--- src/hdl/spi_port_defs.svh ---
/*
 * Constants of the host serial port: register indices, field positions and
 * reset values. Assumes the includer compiles spi_port_pkg alongside it.
 */
`ifndef SPI_PORT_DEFS_SVH
`define SPI_PORT_DEFS_SVH

// ============================================================
// register indices
`define OFS_OPCTL       7'h13
`define OFS_MASK        7'h18
`define OFS_STATUS      7'h19
`define OFS_FLAGS_CLEAR_ON_READ     7'h1A
`define OFS_READ_ONES_COUNT      7'h7E

// ============================================================
// fields and reset values
`define CMD_WRITE_BIT   7
`define OPCTL_SWRST_BIT 6
`define IRQ_RESET_BIT   16
`define MASK_RST        24'h000000
`define OPCTL_RST       8'h00

`endif

--- src/hdl/spi_port_pkg.sv ---
/*
 * Types of the host serial port: serial engine states and the write byte
 * carried through the write buffer. Assumes no other package.
 */
package spi_port_pkg;

	// gray sequence idle -> command -> read; write differs from command in both bits
	typedef enum logic [1:0] {
		ST_IDLE = 2'b00,
		ST_CMD  = 2'b01,
		ST_RD   = 2'b11,
		ST_WR   = 2'b10
	} port_state_t;

	// one received write byte; lane 0 is the least significant byte
	typedef struct packed {
		logic [6:0] index;
		logic [1:0] lane;
		logic [7:0] data;
	} wr_byte_t;

endpackage : spi_port_pkg

--- src/hdl/byte_fifo.sv ---
/*
 * Synchronous FIFO with valid/ready on both sides.
 * Assumes one clock, synchronous active-high reset, DEPTH a power of two.
 */
`timescale 1ns/1ns
`default_nettype none
module byte_fifo #(
	parameter int WIDTH = 17,
	parameter int DEPTH = 16
) (
	input  wire logic             clk_sys,
	input  wire logic             sys_rst,
	input  wire logic             in_valid,
	output logic                  in_ready,
	input  wire logic [WIDTH-1:0] in_data,
	output logic                  out_valid,
	input  wire logic             out_ready,
	output logic [WIDTH-1:0]      out_data
);
	localparam int AW = $clog2(DEPTH);

	logic [WIDTH-1:0] mem [DEPTH];
	logic [AW:0]      wp_r;
	logic [AW:0]      rp_r;

	// ============================================================
	// flags: an extra pointer bit tells full from empty
	assign in_ready  = !((wp_r[AW] != rp_r[AW]) && (wp_r[AW-1:0] == rp_r[AW-1:0]));
	assign out_valid = (wp_r != rp_r);
	assign out_data  = mem[rp_r[AW-1:0]];

	// storage
	always_ff @(posedge clk_sys) begin
		if (in_valid && in_ready) begin
			mem[wp_r[AW-1:0]] <= in_data;
		end
	end

	// pointers
	always_ff @(posedge clk_sys) begin
		if (sys_rst) begin
			wp_r <= '0;
			rp_r <= '0;
		end else begin
			if (in_valid && in_ready) begin
				wp_r <= wp_r + 1'b1;
			end
			if (out_valid && out_ready) begin
				rp_r <= rp_r + 1'b1;
			end
		end
	end
endmodule : byte_fifo
`default_nettype wire

--- src/hdl/serial_host_port.sv ---
/*
 * Host-facing serial slave port: command decode, register read/write
 * shifting, read ones count, interrupt flags and mask, clear-on-read alias.
 * Assumes serial pins are asynchronous to clk_sys and the serial clock is
 * slower than one quarter of clk_sys; the metering datapath sits behind the
 * ext_* ports on the same clock.
 */
`timescale 1ns/1ns
`default_nettype none
`include "spi_port_defs.svh"
module serial_host_port
	import spi_port_pkg::*;
#(
	parameter int FIFO_DEPTH = 16
) (
	input  wire logic        clk_sys,
	input  wire logic        sys_rst,
	input  wire logic        sclk,
	input  wire logic        cs_n,
	input  wire logic        din,
	output logic             dout,
	output logic             dout_oe,
	output logic             irq_n,
	input  wire logic [23:0] irq_event,
	output logic [6:0]       ext_rd_index,
	input  wire logic [23:0] ext_rd_data,
	input  wire logic [1:0]  ext_len,
	output logic             ext_wr_valid,
	input  wire logic        ext_wr_ready,
	output wr_byte_t         ext_wr,
	output logic             soft_rst
);
	// ============================================================
	// functions
	// byte count of a register; the datapath supplies widths it owns
	function automatic logic [1:0] reg_len(input logic [6:0] idx, input logic [1:0] ext);
		case (idx)
			`OFS_MASK, `OFS_STATUS, `OFS_FLAGS_CLEAR_ON_READ: reg_len = 2'd3;
			`OFS_READ_ONES_COUNT, `OFS_OPCTL: reg_len = 2'd1;
			default: reg_len = (ext == 2'd0) ? 2'd1 : ext;
		endcase
	endfunction : reg_len

	// registers held inside this port rather than in the datapath
	function automatic logic is_local(input logic [6:0] idx);
		is_local = (idx == `OFS_MASK) || (idx == `OFS_OPCTL) || (idx == `OFS_STATUS)
			|| (idx == `OFS_FLAGS_CLEAR_ON_READ) || (idx == `OFS_READ_ONES_COUNT);
	endfunction : is_local

	// ============================================================
	// declarations
	logic [2:0]  sclk_q;
	logic [2:0]  cs_q;
	logic [1:0]  din_q;
	port_state_t state_r;
	logic [7:0]  shift_r;
	logic [7:0]  shift_nxt;
	logic [2:0]  bit_cnt_r;
	logic [6:0]  index_r;
	logic        load_r;
	logic [1:0]  lane_r;
	logic [1:0]  len_w;
	logic [23:0] rd_word;
	logic [23:0] sh_r;
	logic [4:0]  bits_left_r;
	logic        dout_r;
	logic        dout_oe_r;
	logic [7:0]  chk_r;
	logic [23:0] status_r;
	logic [23:0] status_nxt;
	logic [23:0] mask_r;
	logic [7:0]  opctl_r;
	logic        soft_rst_r;
	logic        rst_pulse_r;
	logic        hold_r;
	logic [2:0]  hold_cnt_r;
	logic        irq_n_r;
	wr_byte_t    pend_r;
	logic        pend_valid_r;
	logic        fifo_in_ready;
	logic        fifo_out_valid;
	logic        fifo_out_ready;
	wr_byte_t    fifo_out;
	logic        drain_local;
	logic        sclk_rise;
	logic        sclk_fall;
	logic        cs_low;
	logic        cs_fall;
	logic        cs_rise;
	logic        byte_done;
	logic        rd_bit;
	logic        rclr;

	// ============================================================
	// pin synchronisers; stage 0 is read only by stage 1
	always_ff @(posedge clk_sys) begin
		if (sys_rst) begin
			sclk_q <= 3'h7; // host parks the link clock high, so no false edge after reset
			cs_q   <= 3'h7;
			din_q  <= 2'h0;
		end else begin
			sclk_q <= {sclk_q[1:0], sclk};
			cs_q   <= {cs_q[1:0], cs_n};
			din_q  <= {din_q[0], din};
		end
	end

	// edge detection on the synchronised levels
	assign sclk_rise = sclk_q[1] & ~sclk_q[2];
	assign sclk_fall = ~sclk_q[1] & sclk_q[2];
	assign cs_low    = ~cs_q[1];
	assign cs_fall   = ~cs_q[1] & cs_q[2];
	assign cs_rise   = cs_q[1] & ~cs_q[2];
	assign shift_nxt = {shift_r[6:0], din_q[1]};
	assign byte_done = sclk_fall && (bit_cnt_r == 3'd7)
		&& ((state_r == ST_CMD) || (state_r == ST_WR));
	assign rd_bit    = (state_r == ST_RD) && sclk_rise && (bits_left_r != 5'd0) && !load_r;
	assign rclr      = (state_r == ST_RD) && load_r && (index_r == `OFS_FLAGS_CLEAR_ON_READ);
	assign len_w     = reg_len(index_r, ext_len);

	// ============================================================
	// serial engine state
	// a raised select always wins, so a stuck host cannot wedge the port
	always_ff @(posedge clk_sys) begin
		if (sys_rst) begin
			state_r <= ST_IDLE;
		end else if (!cs_low) begin
			state_r <= ST_IDLE;
		end else if (cs_fall || soft_rst_r) begin
			state_r <= ST_CMD;
		end else begin
			case (state_r)
				ST_IDLE: begin
					state_r <= ST_CMD;
				end
				ST_CMD: begin
					if (byte_done) begin
						state_r <= shift_nxt[`CMD_WRITE_BIT] ? ST_WR : ST_RD;
					end
				end
				ST_WR: begin
					if (byte_done && (lane_r == 2'd0)) begin
						state_r <= ST_CMD;
					end
				end
				ST_RD: begin
					if (sclk_fall && (bits_left_r == 5'd0) && !load_r) begin
						state_r <= ST_CMD;
					end
				end
				default: begin
					state_r <= ST_IDLE;
				end
			endcase
		end
	end

	// input shifter; a half byte left by an abort is simply restarted
	always_ff @(posedge clk_sys) begin
		if (sys_rst || !cs_low || cs_fall || soft_rst_r) begin
			shift_r   <= 8'h00;
			bit_cnt_r <= 3'd0;
		end else if (sclk_fall && ((state_r == ST_CMD) || (state_r == ST_WR))) begin
			shift_r   <= shift_nxt;
			bit_cnt_r <= bit_cnt_r + 3'd1;
		end
	end

	// command capture, then one cycle to let the datapath present its word
	always_ff @(posedge clk_sys) begin
		if (sys_rst) begin
			index_r <= 7'h00;
			load_r  <= 1'b0;
		end else if ((state_r == ST_CMD) && byte_done && cs_low && !soft_rst_r) begin
			index_r <= shift_nxt[6:0];
			load_r  <= 1'b1;
		end else begin
			load_r  <= 1'b0;
		end
	end

	// ============================================================
	// write path: bytes go most significant first into the buffer
	always_ff @(posedge clk_sys) begin
		if (sys_rst) begin
			lane_r <= 2'd0;
		end else if ((state_r == ST_WR) && load_r) begin
			lane_r <= len_w - 2'd1;
		end else if ((state_r == ST_WR) && byte_done) begin
			lane_r <= lane_r - 2'd1;
		end
	end

	// holding slot in front of the buffer; only whole bytes reach it
	always_ff @(posedge clk_sys) begin
		if (sys_rst) begin
			pend_r       <= '0;
			pend_valid_r <= 1'b0;
		end else if ((state_r == ST_WR) && byte_done && cs_low) begin
			pend_r.index <= index_r;
			pend_r.lane  <= lane_r;
			pend_r.data  <= shift_nxt;
			pend_valid_r <= 1'b1;
		end else if (fifo_in_ready) begin
			pend_valid_r <= 1'b0;
		end
	end

	byte_fifo #(
		.WIDTH ($bits(wr_byte_t)),
		.DEPTH (FIFO_DEPTH)
	) u_wr_fifo (
		.clk_sys   (clk_sys),
		.sys_rst   (sys_rst),
		.in_valid  (pend_valid_r),
		.in_ready  (fifo_in_ready),
		.in_data   (pend_r),
		.out_valid (fifo_out_valid),
		.out_ready (fifo_out_ready),
		.out_data  (fifo_out)
	);

	// local registers drain at once; the rest wait on the datapath
	assign drain_local    = is_local(fifo_out.index);
	assign fifo_out_ready = drain_local | ext_wr_ready;
	assign ext_wr_valid   = fifo_out_valid & ~drain_local;
	assign ext_wr         = fifo_out;

	// mask and operating control; status and checksum ignore writes
	always_ff @(posedge clk_sys) begin
		if (sys_rst) begin
			mask_r     <= `MASK_RST;
			opctl_r    <= `OPCTL_RST;
			soft_rst_r <= 1'b0;
		end else begin
			soft_rst_r <= 1'b0;
			if (soft_rst_r) begin
				mask_r <= `MASK_RST;
			end else if (fifo_out_valid && (fifo_out.index == `OFS_MASK)) begin
				mask_r[{fifo_out.lane, 3'b000} +: 8] <= fifo_out.data;
			end
			if (fifo_out_valid && (fifo_out.index == `OFS_OPCTL) && (fifo_out.lane == 2'd0)) begin
				opctl_r    <= fifo_out.data & ~(8'h01 << `OPCTL_SWRST_BIT);
				soft_rst_r <= fifo_out.data[`OPCTL_SWRST_BIT];
			end
		end
	end

	// ============================================================
	// read path: whole register captured at once, aligned to bit 23
	always_comb begin
		case (index_r)
			`OFS_MASK: rd_word = mask_r;
			`OFS_STATUS, `OFS_FLAGS_CLEAR_ON_READ: rd_word = status_r;
			`OFS_READ_ONES_COUNT: rd_word = {16'h0000, chk_r};
			`OFS_OPCTL: rd_word = {16'h0000, opctl_r};
			default: rd_word = ext_rd_data;
		endcase
	end

	// output shifter and pin drive
	always_ff @(posedge clk_sys) begin
		if (sys_rst || !cs_low || soft_rst_r) begin
			sh_r        <= 24'h000000;
			bits_left_r <= 5'd0;
			dout_r      <= 1'b0;
			dout_oe_r   <= 1'b0;
		end else if ((state_r == ST_RD) && load_r) begin
			case (len_w)
				2'd1: sh_r <= {rd_word[7:0], 16'h0000};
				2'd2: sh_r <= {rd_word[15:0], 8'h00};
				default: sh_r <= rd_word;
			endcase
			bits_left_r <= {len_w, 3'b000};
		end else if (rd_bit) begin
			dout_r      <= sh_r[23];
			dout_oe_r   <= 1'b1;
			sh_r        <= {sh_r[22:0], 1'b0};
			bits_left_r <= bits_left_r - 5'd1;
		end else if ((state_r == ST_RD) && sclk_fall && (bits_left_r == 5'd0)) begin
			dout_oe_r   <= 1'b0;
		end
	end

	// ones count of the bits actually sent; snapshot precedes the clear
	always_ff @(posedge clk_sys) begin
		if (sys_rst) begin
			chk_r <= 8'h00;
		end else if ((state_r == ST_RD) && load_r) begin
			chk_r <= 8'h00;
		end else if (rd_bit) begin
			chk_r <= chk_r + {7'h00, sh_r[23]};
		end
	end

	// ============================================================
	// interrupt flags: a new event beats the read clear in the same cycle
	always_comb begin
		status_nxt = rclr ? 24'h000000 : status_r;
		status_nxt = status_nxt | irq_event;
		status_nxt[`IRQ_RESET_BIT] = rst_pulse_r;
	end

	always_ff @(posedge clk_sys) begin
		if (sys_rst) begin
			status_r    <= 24'h000000;
			rst_pulse_r <= 1'b1;
		end else begin
			status_r    <= status_nxt;
			rst_pulse_r <= soft_rst_r;
		end
	end

	// hold the interrupt high across a status read's first data byte
	always_ff @(posedge clk_sys) begin
		if (sys_rst) begin
			hold_r     <= 1'b0;
			hold_cnt_r <= 3'd0;
		end else if ((state_r == ST_CMD) && byte_done && !shift_nxt[`CMD_WRITE_BIT]
			&& ((shift_nxt[6:0] == `OFS_STATUS) || (shift_nxt[6:0] == `OFS_FLAGS_CLEAR_ON_READ))) begin
			hold_r     <= 1'b1;
			hold_cnt_r <= 3'd0;
		end else if (hold_r && (!cs_low || (rd_bit && (hold_cnt_r == 3'd7)))) begin
			hold_r     <= 1'b0;
		end else if (hold_r && rd_bit) begin
			hold_cnt_r <= hold_cnt_r + 3'd1;
		end
	end

	// registered so the pin never glitches on mask or flag updates
	always_ff @(posedge clk_sys) begin
		if (sys_rst) begin
			irq_n_r <= 1'b1;
		end else begin
			irq_n_r <= ~(|(status_r & mask_r)) | hold_r;
		end
	end

	assign dout         = dout_r;
	assign dout_oe      = dout_oe_r;
	assign irq_n        = irq_n_r;
	assign soft_rst     = soft_rst_r;
	assign ext_rd_index = index_r;

	// ============================================================
	// assertions
	property p_chk_clear;
		@(posedge clk_sys) disable iff (sys_rst)
		((state_r == ST_RD) && load_r) |=> (chk_r == 8'h00) && !dout_oe_r;
	endproperty
	a_chk_clear: assert property (p_chk_clear) else $error("ones count not cleared at read start");

	property p_chk_count;
		@(posedge clk_sys) disable iff (sys_rst)
		rd_bit |=> (chk_r == $past(chk_r) + {7'h00, dout_r}) && dout_oe_r;
	endproperty
	a_chk_count: assert property (p_chk_count) else $error("ones count missed a sent bit");

	property p_flag_set;
		@(posedge clk_sys) disable iff (sys_rst)
		irq_event[0] |=> status_r[0];
	endproperty
	a_flag_set: assert property (p_flag_set) else $error("event flag not set");

	property p_irq_low;
		@(posedge clk_sys) disable iff (sys_rst)
		(|(status_r & mask_r) && !hold_r) |=> !irq_n_r;
	endproperty
	a_irq_low: assert property (p_irq_low) else $error("masked pending flag did not pull irq low");

	property p_rclr;
		@(posedge clk_sys) disable iff (sys_rst)
		(rclr && !irq_event[1]) |=> !status_r[1];
	endproperty
	a_rclr: assert property (p_rclr) else $error("clear-on-read left a flag set");

	property p_keep_event;
		@(posedge clk_sys) disable iff (sys_rst)
		(rclr && irq_event[2]) |=> status_r[2];
	endproperty
	a_keep_event: assert property (p_keep_event) else $error("event lost during clear-on-read");

	property p_rst_flag;
		@(posedge clk_sys) disable iff (sys_rst)
		status_r[`IRQ_RESET_BIT] |=> !status_r[`IRQ_RESET_BIT];
	endproperty
	a_rst_flag: assert property (p_rst_flag) else $error("reset flag stayed high");

	property p_hold;
		@(posedge clk_sys) disable iff (sys_rst)
		hold_r |=> irq_n_r;
	endproperty
	a_hold: assert property (p_hold) else $error("irq low during status read hold");

	property p_cs_fall;
		@(posedge clk_sys) disable iff (sys_rst)
		(cs_fall && !soft_rst_r) |=> (state_r == ST_CMD) && (bit_cnt_r == 3'd0);
	endproperty
	a_cs_fall: assert property (p_cs_fall) else $error("select fall did not enter command mode");

	property p_abort;
		@(posedge clk_sys) disable iff (sys_rst)
		cs_rise |=> !dout_oe_r && (state_r == ST_IDLE) ##1 !dout_oe_r;
	endproperty
	a_abort: assert property (p_abort) else $error("select rise did not abort");

	property p_release;
		@(posedge clk_sys) disable iff (sys_rst)
		((state_r == ST_RD) && sclk_fall && (bits_left_r == 5'd0) && !load_r && cs_low)
			|=> !dout_oe_r && (state_r == ST_CMD);
	endproperty
	a_release: assert property (p_release) else $error("output not released after last bit");
endmodule : serial_host_port
`default_nettype wire

--- config.mk ---
export PLATFORM = sky130hd
export DESIGN_NAME = serial_host_port
export DESIGN_NICKNAME = d
export VERILOG_FILES = /design/src/hdl/spi_port_pkg.sv /design/src/hdl/byte_fifo.sv /design/src/hdl/serial_host_port.sv
export VERILOG_INCLUDE_DIRS = /design/src /design/src/hdl
export SDC_FILE = /design/constraint.sdc
export NUM_CORES = 1
export LEC_CHECK = 0
export ABC_AREA = 1
export BUFFER_PORTS_ARGS = -buffer_cell sky130_fd_sc_hd__buf_2
export CELL_PAD_IN_SITES_DETAIL_PLACEMENT = 1
export CELL_PAD_IN_SITES_GLOBAL_PLACEMENT = 1
export CORE_AREA = 2 2 219 221
export DETAILED_ROUTE_END_ITERATION = 8
export DIE_AREA = 0 0 221 223
export GPL_TIMING_DRIVEN = 0
export PLACE_DENSITY_LB_ADDON = 0.1
export SLEW_MARGIN = 15
export SYNTH_ARGS = -nofsm -noshare
export SYNTH_HDL_FRONTEND = slang
export SYNTH_SLANG_ARGS = --single-unit
--- constraint.sdc ---
create_clock -name clk_sys -period 5.38 [get_ports clk_sys]
set_input_delay 0.807 -clock clk_sys [delete_from_list [all_inputs] [get_ports clk_sys]]
set_output_delay 0.807 -clock clk_sys [all_outputs]
set_load 0.005 [all_outputs]
; ---- Word-level counts from Yosys, hierarchy flattened
; Memories as Yosys holds them, arrays and structs flattened. A register that Yosys moved wholly into a read port is not among the register bits.
; Index checks and enable logic that the tools add are counted.
[classes]
n_addsub = 9
multipliers = 0
n_div = 0
order_cmp = 0
n_eq_ne = 29
shifts = 2
muxes = 29
bitwise = 16
reduce_logical = 72
[ops]
columns = operator, n
row1 = $pmux W24 S4, 1
row2 = $mux W24, 3
row3 = $eq A7 B5 Y1 const B, 10
row4 = $pmux W24 S2, 1
row5 = $logic_and A1 B1 Y1, 30
row6 = $and A24 B24 Y24, 1
row7 = $bwmux W24, 1
row8 = $or A24 B24 Y24, 1
row9 = $reduce_or A24 Y1, 1
row10 = $shift A8 B7 Y24 const A, 1
row11 = $shiftx A8 B7 Y24, 1
row12 = $reduce_or A2 Y1, 8
row13 = $eq A7 B7 Y1 const B, 2
row14 = $logic_or A1 B1 Y1, 12
row15 = $mux W2, 6
row16 = $mux W1, 11
row17 = $add A5 B1 Y5 const B, 2
row18 = $mux W5, 2
row19 = $add A8 B1 Y8, 1
row20 = $logic_not A2 Y1, 4
row21 = $mux W4, 2
row22 = $not A1 Y1, 8
row23 = $pmux W2 S4, 1
row24 = $reduce_bool A2 Y1, 4
row25 = other kinds (24), 43
[word_totals]
reg_bits = 159
latchBits = 0
mem_bits_rw = 272
romBits = 0
inputBits = 56
output_inout_bits = 29
word_cells = 188
n_memories = 1
[memory_table]
columns = name, depth, word_bits, rd, rd_clocked_by_memory_dff, wr, line
row1 = u_wr_fifo.mem, 16, 17, 1, 1, 1, byte_fifo.sv:22  ; logic [WIDTH-1:0] mem [DEPTH];

; ---- Depth between registers and ports, before layout
[logic_depth]
depth_word = 10
depth_mapped = 18
depth_no_buf = 17

; ---- Modules after synthesis
; Synthesis repeated with hierarchy kept, for this count alone.
[unflattened]
cells_unflattened = 1984
hier_area_um2 = 19027.0
[modules_own_cells]
columns = mod, n_inst, cells_each, area_each_um2, seq_area_each_um2
row1 = byte_fifo, 1, 986, 11787.6, 8448.1
row2 = serial_host_port, 1, 998, 7239.4, 2982.9

; ---- Least setup slack after synthesis
; OpenSTA, ideal clock, no wires.
[synth_timing]
path_kind = flip-flop to flip-flop
startpoint = register index_r[1], in the netlist ext_rd_index[1]
endpoint = register sh_r[12]
setup_time_ns = 0.074
t_arrival_ns = 2.966
t_required_ns = 5.306
path_slack_ns = 2.340
stages_incl_launch_ff = 17
path_buffers = 3
period_less_slack_ns = 3.040
path_cell_list = dfxtp_1 > inv_1 > nand2_1 > nand3b_1 > nand2_2 > nor2_1 > nand3_2 > buf_2 > nor3_1 > inv_1 > ha_1 > clkbuf_1 > inv_1 > nor2_1 > clkbuf_1 > nand2_1 > a31oi_1
[synth_via]
elab_chain_cells = 6
elab_cells_between_ends = 14
cone_classes = eq/ne: 7 / mux: 4 / reduce/logical: 3
[synth_lines]
columns = item, line
row1 = start: declaration, serial_host_port.sv:59  ; logic [6:0] index_r;
row2 = start signal: assignment, serial_host_port.sv:175  ; index_r <= shift_nxt[6:0];
row3 = $eq A7 B5 Y1 or $eq A7 B7 Y1 (tied branches), "serial_host_port.sv:37, serial_host_port.sv:252"
row4 = $reduce_or A3 Y1 or $reduce_or A2 Y1 (tied branches), serial_host_port.sv:37  ; case (idx)
row5 = $pmux W2 S2, serial_host_port.sv:37
row6 = $eq A2 B2 Y1 or $eq A2 B1 Y1 (tied branches), serial_host_port.sv:269  ; case (len_w)
row7 = $pmux W24 S2 *, serial_host_port.sv:269
row8 = $mux W24 *, serial_host_port.sv:268  ; end else if ((state_r == ST_RD) && load_r) begin
row9 = end signal: assignment, serial_host_port.sv:270  ; 2'd1: sh_r <= {rd_word[7:0], 16'h0000};
row10 = end signal: assignment, serial_host_port.sv:271  ; 2'd2: sh_r <= {rd_word[15:0], 8'h00};
row11 = end signal: assignment, serial_host_port.sv:272  ; default: sh_r <= rd_word;
row12 = end: declaration, serial_host_port.sv:64  ; logic [23:0] sh_r;
; Mark *: on every way between the ends. The rest lies on a longest branch, timed or not.
; A chain may end at the register's enable or synchronous reset.

; ---- Worst setup path after layout
[layout_timing]
startpoint = register index_r[1], in the netlist ext_rd_index[1]
endpoint = register sh_r[13]
; The elaborated chain is that of the path after synthesis.

==> metrics.csv <==
stage,metric,value,unit
global_routing,first-pass GRT wire length,94100,um
worst_setup_path,Buf/Inv on CP,6,
timing,"Slew Viols, Final",0,
worst_setup_path,CP startpoint,ext_rd_index[1],
clock_tree,post-CTS setup buffers,0,
logic_synthesis,top cell type by total area after synthesis,edfxtp_1,
floorplanning,Site Rows,80,
placement,hpwl dp,43400,um
worst_setup_path,CP startpoint kind,register,
routing,vias post-DR,14723,
placement,Port Buffer Count,82,
logic_synthesis,number of synthesized register bits,435,
logic_synthesis,syn_nets,2029,
global_routing,largest net degree at the start of global routing,18,
clock_tree,cts bufs inserted,48,
logic_synthesis,sequential cell area fraction in the yosys report,61.4,%
logic_synthesis,post-synthesis instance total,1951,
pwr,Leak Pwr,7.82,nW
worst_setup_path,CP Max Fanout,10,
worst_setup_path,CP endpoint kind,register,
logic_synthesis,number of synthesized flops with an enable pin,272,
pwr,peak supply drop,257,uV
placement,Placer Congestion,0.924,
clock_tree,clock-pin slew on the worst setup and hold paths,0.07,ns
worst_setup_path,kind of critical path,reg2reg,
logic_synthesis,cell area after synthesis,0.0186,mm^2
routing,DRC violations left,0,
global_routing,total gr overflow,0,
clock_tree,CTS max path bufs,3,
timing,worst slew pin tran,0.852,ns
finish,area of the multi-input gates,0.00612,mm^2
worst_setup_path,critical path's slowest cell,nor3_1,
worst_setup_path,"CP delay by family, top",simple AND/OR/NAND/NOR gates,
worst_setup_path,Worst R2R Start,ext_rd_index[1],
clock_tree,clock net sink count,435,
routing,DRT antenna net count,0,
floorplanning,core area,0.0471,mm^2
finish,most frequent cells in the layout,"nand2_1, edfxtp_1, inv_1",
timing,post-route setup slack,1.07,ns
timing,Slew HR,43.1,%
hold_path,hold path start,din_q[0],
clock_tree,later-pin clock latency in the skew report,0.60,ns
timing,TNS Setup,0,ns
flow_run,Max Cap Viol,0,
logic_synthesis,Yosys top cell area share,43.8,%
logic_synthesis,syn_area_per_cell,9.55,um^2
routing,drt total wl,61900,um
logic_synthesis,"Async S/R FF share, synth",0,%
worst_setup_path,most frequent CP cell,inv_1,
finish,"most common cell after layout, fill and taps aside",nand2_1,
finish,Layout area overhead,16.3,%
global_routing,initial antenna violation count,0,
worst_setup_path,Max stage delay on crit path,0.49,ns
clock_tree,clock root buffer,clkbuf_16,
timing,clock skew,0.0193,ns
timing,final setup vio count,0,
global_routing,GRT Total Usage,25.2,%
logic_synthesis,top_reg_cell synth,edfxtp_1,
clock_tree,H-tree levels,2,
global_routing,vias in the first global route,15484,
finish,Fillers,5348,
floorplanning,Die Height,223,um
routing,initial detailed-routing violation count,902,
finish,Post-Layout Cell Count,2743,
timing,fmax,232,MHz
finish,Antenna diodes,0,
timing,setup repair after global routing missed its margin,false,
finish,Reg area,0.0114,mm^2
floorplanning,Initial Util,39.5,%
logic_synthesis,synth warn,0,
status,status,finished clean,
routing,Pre-antenna DRT Iters,5,
clock_tree,CTS tree,built,
timing,final period utilization,80.1,%
clock_tree,post-CTS sizing,0,
routing,Wirelength per Cell,22.6,um
floorplanning,Top Ports,85,
floorplanning,die footprint,0.0493,mm^2
placement,pre-CTS WS,1.02,ns
timing,final hold violations,0,
clock_tree,"Hold-fix buffers, CTS",0,
worst_setup_path,"Data arrival, critical path",4.82,ns
finish,Nets,2168,
floorplanning,Die W,221,um
pwr,PwrDens,358,mW/mm^2
logic_synthesis,Synth area leaders,"edfxtp_1, dfxtp_1, nand2_1",
placement,dpl cells,2655,
worst_setup_path,WP data required,5.89,ns
finish,layout cells sized above 1,11.9,%
routing,Vias/cell,5.37,
logic_synthesis,Netlist cell types,51,
finish,Final Util,46.0,%
hold_path,Hold WC Path Type,reg2reg,
worst_setup_path,worst-path cell chain,inv_1 -> nand2_1 -> nand3b_1 -> nand2_2 -> nor2_1 -> nand3_2 -> buf_2 -> nor3_1 -> inv_1 -> ha_1 -> clkbuf_1 -> inv_1 -> nor2_1 -> clkbuf_1 -> nand2_1 -> a31oi_1,
timing,minimum clock period,4.31,ns
==> metal layers <==
metal / global-route usage (%) / wire [um] / vias up
li1: - / - / 6929
met1: 32.1 / 26600 / 7263
met2: 43.6 / 30000 / 415
met3: 3.29 / 3110 / 116
met4: 10.1 / 2240 / 0
met5: 0 / 0 / -
==> power by group <==
group          total (mW)  switching (mW)  internal [mW]
clock network        3.28            1.37           1.91
registers            3.55          0.0242           3.52
logic               0.923           0.660          0.263
total                7.75            2.06           5.70
==> cells in the mapped netlist (4+ instances only) <==
cell type  number
a31oi_1        17
or2_2          17
dfxtp_1       163
ha_1           22
buf_2          28
xor2_1          7
a22o_1         10
o22ai_1        29
o211ai_1       11
nand2_1       382
o21ai_0       139
buf_4           4
edfxtp_1      272
nand2_2         5
nand4_1         7
a21oi_1       120
clkbuf_1       47
o221ai_1       31
o211a_1         5
inv_2           5
and2_1          8
inv_1         196
buf_1           6
nor2_2          6
buf_6           4
o21ai_1         4
nand3_1       156
nor3_1          6
nor2_1        207
==> area by class of cell <==
type | instances | share of cell area, %
Sequential cell | 435 | 52.8
Multi-Input combinational cell | 1221 | 28.3
Clock buffer | 62 | 6.26
Inverter | 206 | 3.60
Tap cell | 615 | 3.55
Timing Repair Buffer | 89 | 2.73
Buffer | 89 | 1.91
Clock inverter | 26 | 0.930
==> worst min-delay path, cell delays in order (launching register included) <==
cell and delay (ns):
dfxtp_1 0.29, inv_1 0.04, nor2_1 0.03
==> cells by family after synthesis <==
family,after synthesis,synth area share (%)
adders and majority gates,22,1.48
DFF,435,61.4
buffers and inverters,295,6.41
and+or+nand+nor,809,18.4
AOI/OAI and AO/OA,381,11.9
xor gates and xnor gates,9,0.423
==> through the flow <==
stage | power (mW) | cell area (um^2) | hold WS, ns
global route | 8.02 | 21700 | 0.402
detailed placement | 4.55 | 20100 | 0.401
CTS | 7.82 | 21700 | 0.376
global placement | 4.53 | 19800 | 0.395
floorplan | 4.16 | 18600 | 0.388
finish | 7.75 | 21700 | 0.404
==> registers in the layout, summed over array words and instances (netlist names), 8 cells and up, named ones only <==
| register | cells |
|---|---|
| chk_r | 8 |
| mask_r | 24 |
| pend_r | 17 |
| sh_r | 24 |
| status_r | 24 |
| u_wr_fifo.mem | 272 |
==> worst paths after layout <==
kind | end | slack (ns) | cells after the start
setup reg to reg | sh_r[13] | 1.07 | 16
hold reg to reg | din_q[1] | 0.40 | 2
hold / removal | din_q[1] | 0.40 | 2
setup / recovery | sh_r[13] | 1.07 | 16
Note: power is estimated with default switching activity, not from simulation.
